**src/ccss_clock_regs.vh**
```
// Constants for the core clock speed select block.
// Assumes it is included by bare name into every design file that needs it.
`ifndef CCSS_CLOCK_REGS_VH
`define CCSS_CLOCK_REGS_VH

// ----------------------------------------------------------------
// Register map
// ----------------------------------------------------------------
`define CCSS_CLOCK_RATE_CONTROL_ADDR 8'h8F
`define CCSS_CLOCK_RATE_CONTROL_RESET 8'h00

// ----------------------------------------------------------------
// Field positions of clock_rate_control
// ----------------------------------------------------------------
`define CCSS_CPU_DOUBLE_SPEED_SEL_BIT 0
`define CCSS_TIMER0_CLOCK_SPEED_SEL_BIT 1
`define CCSS_TIMER1_CLOCK_SPEED_SEL_BIT 2
`define CCSS_TIMER2_CLOCK_SPEED_SEL_BIT 3
`define CCSS_SERIAL_PORT_CLOCK_SPEED_SEL_BIT 4
`define CCSS_COUNTER_ARRAY_CLOCK_SPEED_SEL_BIT 5
`define CCSS_WATCHDOG_CLOCK_SPEED_SEL_BIT 6
`define CCSS_CAN_CLOCK_SPEED_SEL_BIT 7
`define CCSS_PERIPH_COUNT 7

// ----------------------------------------------------------------
// Timing counts
// ----------------------------------------------------------------
`define CCSS_PERIODS_STANDARD 12
`define CCSS_PERIODS_DOUBLE 6
`define CCSS_PHASE_LAST 3'h5
`define CCSS_PHASE_FIRST 3'h0

`endif

```
**src/ccss_cycle_gen.v**
```verilog
// Phase generator: six core clock periods make one machine cycle.
// Assumes tick comes from a flop and is high once per core clock period.
`include "ccss_clock_regs.vh"

module ccss_cycle_gen (
    // Clock and reset
    input wire CLOCK,
    input wire RST_B,
    // Core clock tick
    input wire tick,
    // Outputs
    output reg clk_en,
    output reg cycle_end,
    output reg [2:0] phase
);

    reg [2:0] next_phase;

    // ----------------------------------------------------------------
    // Phase counter
    // ----------------------------------------------------------------
    always @*
    begin
        next_phase = phase;
        if (tick)
        begin
            if (phase == `CCSS_PHASE_LAST)
                next_phase = `CCSS_PHASE_FIRST;
            else
                next_phase = phase + 3'h1;
        end
    end

    always @(posedge CLOCK)
    begin
        if (!RST_B)
        begin
            phase <= `CCSS_PHASE_FIRST;
            clk_en <= 1'b0;
            cycle_end <= 1'b0;
        end
        else
        begin
            phase <= next_phase;
            clk_en <= tick;
            cycle_end <= tick && (phase == `CCSS_PHASE_LAST); // [RL1]
        end
    end

endmodule // ccss_cycle_gen

```
**src/ccss_clock_speed_select.v**
```verilog
// Core and peripheral clock rate selection with glitch-free mode change.
// Assumes CLOCK is the crystal clock and the SFR port is synchronous to it.
//
// What this block does
// [RL1] Twelve crystal periods standard, six in double speed
// [RL2] Divide-by-two stage, software bypass for double speed
// [RL3] Reset starts standard speed unless fuse set
// [RL4] Programmed fuse starts double speed after reset
// [RL5] Bit zero switches the CPU clock and every peripheral whose bit is cleared
// [RL6] Peripheral doubles only while its bit is cleared
// [RL7] Speed bit change applied at divided rising edge
// [RL8] Peripheral bit ignored while CPU speed low
// [RL9] Control register resets to all zeros
// [RL10] Peripheral bit changes also applied at divided edge
`include "ccss_clock_regs.vh"

module ccss_clock_speed_select (
    // Clock and reset
    input wire CLOCK,
    input wire RST_B,
    // Non-volatile start option
    input wire BOOT_FAST_MODE_FUSE,
    // SFR access port
    input wire [7:0] SFR_ADDR,
    input wire SFR_WR,
    input wire SFR_RD,
    input wire [7:0] SFR_WDATA,
    output reg [7:0] SFR_RDATA,
    // Divided crystal clock
    output reg DIV2_CLK,
    // CPU core clock
    output wire CPU_CLK_EN,
    output wire CPU_MACHINE_CYCLE,
    output wire STANDARD_SPEED_MODE,
    // Peripheral clocks: bit 0 timer0 up to bit 6 CAN
    output wire [6:0] PERIPH_CLK_EN,
    output wire [6:0] PERIPH_CYCLE,
    output reg [6:0] PERIPH_DOUBLE
);

    // ----------------------------------------------------------------
    // Declarations
    // ----------------------------------------------------------------
    reg [7:0] clock_rate_control;
    reg [7:0] next_clock_rate_control;
    reg [7:0] applied;
    reg boot_done;
    reg cpu_tick;
    reg [6:0] periph_tick;
    wire div_rise;
    wire sfr_hit;
    wire cpu_double_speed_sel;
    wire [6:0] periph_sel;

    assign sfr_hit = (SFR_ADDR == `CCSS_CLOCK_RATE_CONTROL_ADDR);
    // Divided clock rises at the next edge while it is low
    assign div_rise = !DIV2_CLK;
    assign cpu_double_speed_sel = applied[`CCSS_CPU_DOUBLE_SPEED_SEL_BIT];
    assign periph_sel = applied[7:1];
    assign STANDARD_SPEED_MODE = !cpu_double_speed_sel;

    // ----------------------------------------------------------------
    // Divide-by-two stage
    // ----------------------------------------------------------------
    // Runs always so the mode change has a reference edge to wait for
    always @(posedge CLOCK)
    begin
        if (!RST_B)
            DIV2_CLK <= 1'b0;
        else
            DIV2_CLK <= !DIV2_CLK; // [RL2]
    end

    // ----------------------------------------------------------------
    // Control register
    // ----------------------------------------------------------------
    always @*
    begin
        next_clock_rate_control = clock_rate_control;
        if (!boot_done)
        begin
            // Fuse is caught once, at the first edge after reset release
            next_clock_rate_control[`CCSS_CPU_DOUBLE_SPEED_SEL_BIT] = BOOT_FAST_MODE_FUSE; // [RL4]
        end
        else if (SFR_WR && sfr_hit)
        begin
            next_clock_rate_control = SFR_WDATA;
        end
    end

    always @(posedge CLOCK)
    begin
        if (!RST_B)
        begin
            clock_rate_control <= `CCSS_CLOCK_RATE_CONTROL_RESET; // [RL9]
            boot_done <= 1'b0;
            SFR_RDATA <= 8'h00;
        end
        else
        begin
            clock_rate_control <= next_clock_rate_control;
            boot_done <= 1'b1;
            if (SFR_RD && sfr_hit)
                SFR_RDATA <= clock_rate_control;
            else
                SFR_RDATA <= 8'h00;
        end
    end

    // ----------------------------------------------------------------
    // Synchronised mode change
    // ----------------------------------------------------------------
    // Taking the new bits only at the divided rising edge means a core
    // period is never cut short when the divider is bypassed or restored
    always @(posedge CLOCK)
    begin
        if (!RST_B)
            applied <= `CCSS_CLOCK_RATE_CONTROL_RESET; // [RL3]
        else if (div_rise)
        begin
            applied[`CCSS_CPU_DOUBLE_SPEED_SEL_BIT] <=
                clock_rate_control[`CCSS_CPU_DOUBLE_SPEED_SEL_BIT]; // [RL7]
            applied[7:1] <= clock_rate_control[7:1]; // [RL10]
        end
    end

    // ----------------------------------------------------------------
    // Core clock
    // ----------------------------------------------------------------
    // Standard speed ticks at divided rising edges, double speed every edge
    always @(posedge CLOCK)
    begin
        if (!RST_B)
            cpu_tick <= 1'b0;
        else
            cpu_tick <= cpu_double_speed_sel || div_rise; // [RL1] [RL5]
    end

    ccss_cycle_gen u_cpu_gen (
        .CLOCK(CLOCK),
        .RST_B(RST_B),
        .tick(cpu_tick),
        .clk_en(CPU_CLK_EN),
        .cycle_end(CPU_MACHINE_CYCLE),
        .phase()
    );

    // ----------------------------------------------------------------
    // Peripheral clocks
    // ----------------------------------------------------------------
    genvar g;
    generate
        for (g = 0; g < `CCSS_PERIPH_COUNT; g = g + 1)
        begin : g_periph
            always @(posedge CLOCK)
            begin
                if (!RST_B)
                begin
                    periph_tick[g] <= 1'b0;
                    PERIPH_DOUBLE[g] <= 1'b0;
                end
                else
                begin
                    // Selection bit only counts while the CPU runs double
                    PERIPH_DOUBLE[g] <= cpu_double_speed_sel && !periph_sel[g]; // [RL6] [RL8]
                    periph_tick[g] <= (cpu_double_speed_sel && !periph_sel[g])
                        || div_rise; // [RL8]
                end
            end

            ccss_cycle_gen u_periph_gen (
                .CLOCK(CLOCK),
                .RST_B(RST_B),
                .tick(periph_tick[g]),
                .clk_en(PERIPH_CLK_EN[g]),
                .cycle_end(PERIPH_CYCLE[g]),
                .phase()
            );
        end
    endgenerate

endmodule // ccss_clock_speed_select

```
**config.mk**
```make
export PLATFORM = sky130hd
export DESIGN_NAME = ccss_clock_speed_select
export DESIGN_NICKNAME = d
export VERILOG_FILES = /design/src/ccss_cycle_gen.v /design/src/ccss_clock_speed_select.v
export VERILOG_INCLUDE_DIRS = /design/src
export SDC_FILE = /design/constraint.sdc
export NUM_CORES = 1
export LEC_CHECK = 0
export BUFFER_PORTS_ARGS = -buffer_cell sky130_fd_sc_hd__clkbuf_2
export CORE_AREA = 2 2 89 74
export CTS_CLUSTER_DIAMETER = 100
export DETAILED_ROUTE_END_ITERATION = 10
export DIE_AREA = 0 0 91 76
export PLACE_DENSITY = 0.73
export SLEW_MARGIN = 20
export SYNTH_ARGS = -nofsm -noshare
export SYNTH_HDL_FRONTEND = slang
export SYNTH_SLANG_ARGS = --single-unit
```
**constraint.sdc**
```tcl
create_clock -name CLOCK -period 1.05 [get_ports CLOCK]
set_clock_uncertainty 0.15 [all_clocks]
set_input_delay 0.0525 -clock CLOCK [delete_from_list [all_inputs] [get_ports CLOCK]]
set_output_delay 0.0525 -clock CLOCK [all_outputs]
set_load 0.01 [all_outputs]
```
==> run metrics <==
outcome complete, but fails checks; failing checks setup timing; Power Dens Cells 1670 nW/um^2; instance count along the most critical hold path 4; Overflow after GRT 0; most frequent cell after synthesis sky130_fd_sc_hd__dfxtp_1; sort of element at the end of the critical path output pin; count of max-cap constraint violations 0; Die Outline Area 6920 um^2; Chip Width 91 um; startpoint of the worst hold path RST_B; wire per inst 11.3 um; DR iter-0 viols 58; Clock Power Share 35.8%; Worst EP arrival 1.02 ns; Tcrit/Tclk final 116%; switching power total 1400 uW; detailed placement HPWL 3220 um; leakage power 0.00166 uW; endpoint of the worst-slack reg-to-reg timing path applied[5]; count of different cell masters after synthesis 23; Slew Limit Headroom 75.4%; vias in the first global route 1,826; count of final hold-check violations 0; Remaining DRCs 0; pin count of the biggest net entering global routing 31; Num CTS Buffers 9; worst flop-to-flop path startpoint DIV2_CLK; mean instance size in the synthesized netlist 10.8 um^2; remaining number of nets flagged by the antenna check after routing 0; Clock transition at path regs 0.08 ns; fraction of the yosys area taken by sequential cells 57.0%; layout filler cell count 550; number of flip-flops and latches in the synthesized netlist 81; HP Class input port to register; maximum fanout count along the critical path 2; Comb pwr share 8.7%; Slew @ Worst Pin 0.367 ns; diode count 0; final sum of negative setup slack -1.18 ns; wire length of the first global-routing pass 8060 um; Slew Limit Fails 0; Die Y 76 um; register-to-register setup slack -0.12 ns; critical path start-end classification register to output pin; clock tree from TritonCTS built; fin crit period 1.22 ns; fraction of the core area covered by cells at the end of the flow 59.0%; CTS HTree Levels 3; post-synthesis cell area 2840 um^2; number of antenna violations at the first check in global routing 0; area leader, netlist sky130_fd_sc_hd__dfxtp_1; number of cells traversed by the worst register-to-register path 5; maximum vdd ir drop 0.930 mV; instance count of the mapped netlist 264; unrepaired setup endpoints after global routing true; hold-critical path endpoint PERIPH_DOUBLE[1]; number of warnings reported in the yosys synthesis log 0; sequential share of power 55.5%; number of buffers on the longest clock path 2; number of enable-type register cells in the synthesized netlist 0; total number of nets in the final design 356; Switching Share 23.3%; net count after synthesis 285; cell types with the highest counts after synthesis 81 x sky130_fd_sc_hd__dfxtp_1, 31 x sky130_fd_sc_hd__nand2_1, 24 x sky130_fd_sc_hd__and2_1; most frequently used flop master after synthesis sky130_fd_sc_hd__dfxtp_1; final setup vio count 18; startpoint kind of the worst setup timing path register; via count of the routed design 1,934; required time reported for the critical path endpoint 0.85 ns; effective utilization at floorplan 46.5%; Total Wirelength 4800 um; GP Congestion 0.775; GRT Overall Usage 14.7%; share of the synthesized area in the top cell type 57.0%; P_int 4620 uW; area added between synthesis and finish 26.9%; insertion delay to the later sink of the worst-skew pair 0.35 ns; vias per std cell 4.56; count of boundary I/O pins 54; minimum setup slack in the final design -0.172 ns; clock net sink count 81; Clock Root Buffer sky130_fd_sc_hd__clkbuf_8; number of search-and-repair iterations in the first detailed-routing pass 4; layout cell share with drive strength beyond 1 30.3%; Std-Cell Core Area 6120 um^2; top cells by area, synth sky130_fd_sc_hd__dfxtp_1 57%, sky130_fd_sc_hd__mux2i_1 7.7%, sky130_fd_sc_hd__and2_1 5.3%; buffers added on ports 53; highest attainable clock frequency 818 MHz; floorplan row count 26; fraction of registers with async set or reset after synthesis 0%
==> worst max-delay path, cell delays in order, from the launching register on <==
cell and delay (ns):
sky130_fd_sc_hd__dfxtp_4 0.35, sky130_fd_sc_hd__buf_6 0.11, sky130_fd_sc_hd__buf_6 0.10, sky130_fd_sc_hd__buf_6 0.11
==> per-layer routing <==
layer,track usage (%),part of all wire (%)
met1,19.0,49
met2,21.9,46
met3,5.84,4.4
met4,5.91,1.4
met5,0,0
==> state kept, by name (all words and copies together), names as in the netlist <==
name,flops
DIV2_CLK,1
PERIPH_DOUBLE,7
SFR_RDATA,8
applied,8
boot_done,1
clock_rate_control,8
cpu_tick,1
g_periph.u_periph_gen.clk_en,7
g_periph.u_periph_gen.cycle_end,7
g_periph.u_periph_gen.phase,21
periph_tick,7
u_cpu_gen.clk_en,1
u_cpu_gen.cycle_end,1
u_cpu_gen.phase,3
==> cell usage in the layout (no fill, tap or decap), types with 4 or more instances in the layout <==
| cell type | count |
|---|---|
| sky130_fd_sc_hd__nor2b_1 | 15 |
| sky130_fd_sc_hd__buf_6 | 8 |
| sky130_fd_sc_hd__and2_1 | 24 |
| sky130_fd_sc_hd__clkbuf_2 | 48 |
| sky130_fd_sc_hd__clkbuf_8 | 9 |
| sky130_fd_sc_hd__nand2_1 | 31 |
| sky130_fd_sc_hd__nor2_1 | 15 |
| sky130_fd_sc_hd__nand4b_1 | 8 |
| sky130_fd_sc_hd__dlygate4sd3_1 | 12 |
| sky130_fd_sc_hd__buf_4 | 11 |
| sky130_fd_sc_hd__a21boi_0 | 8 |
| sky130_fd_sc_hd__dfxtp_1 | 74 |
| sky130_fd_sc_hd__xor2_1 | 8 |
| sky130_fd_sc_hd__and4b_1 | 8 |
| sky130_fd_sc_hd__o21ai_1 | 4 |
| sky130_fd_sc_hd__dfxtp_2 | 5 |
| sky130_fd_sc_hd__mux2i_1 | 22 |
==> how the worst max path moves through the flow <==
stage                      from                     to  slack [ns]
finish                 DIV2_CLK               DIV2_CLK       -0.17
global route           DIV2_CLK               DIV2_CLK       -0.21
CTS                    DIV2_CLK               DIV2_CLK       -0.19
detailed placement  SFR_ADDR[5]  clock_rate_control[3]       -0.20
global placement    SFR_ADDR[5]  clock_rate_control[5]       -0.18
floorplan              DIV2_CLK             applied[1]       0.003
==> power groups by stage <==
stage	registers, uW	clock network [uW]	logic [uW]
after floorplan	3390	0	292
after global placement	3400	0	431
after detailed placement	3410	0	438
after CTS	3340	2240	496
after global routing	3360	2360	575
final	3340	2150	526
==> stage by stage <==
stage	instance area [um^2]	std cells	worst slack (ns)	power (uW)	hold slack (ns)
CTS	3550	423	-0.190	6070	-0.0156
global placement	3200	393	-0.180	3840	0.128
global route	3610	424	-0.205	6290	0.00219
finish	3610	424	-0.172	6020	0.00615
detailed placement	3200	393	-0.203	3850	0.132
floorplan	2850	264	0.00330	3680	-0.0698
==> logic make-up (layout without fill, tap and decap cells) <==
family          count (synthesis)  after routing  synth area share (%)
simple gates                  107            107                  22.7
flops                          81             81                  57.0
buf+inv                        26            102                  5.41
mux                            22             22                  7.74
compound gates                 20             20                  4.66
xor+xnor                        8              8                  2.46
==> cell type report <==
type | count | area [um^2] | area share, %
inverter | 4 | 15.0 | 0.416
tap | 84 | 105 | 2.91
clock inverter | 5 | 56.3 | 1.56
multi-input combinational | 157 | 1100 | 30.6
timing repair buffer | 82 | 563 | 15.6
sequential | 81 | 1640 | 45.3
clock buffer | 11 | 131 | 3.64
==> timing repair <==
item,in CTS,in global routing
buffers inserted,2,2
gates cloned,0,0
gates resized for setup,10,25
hold buffers,12,0
setup endpoints to repair,17,20
hold endpoints to repair,19,0
pin swaps,1,1
No activity file was read; power rests on OpenSTA's default activity.
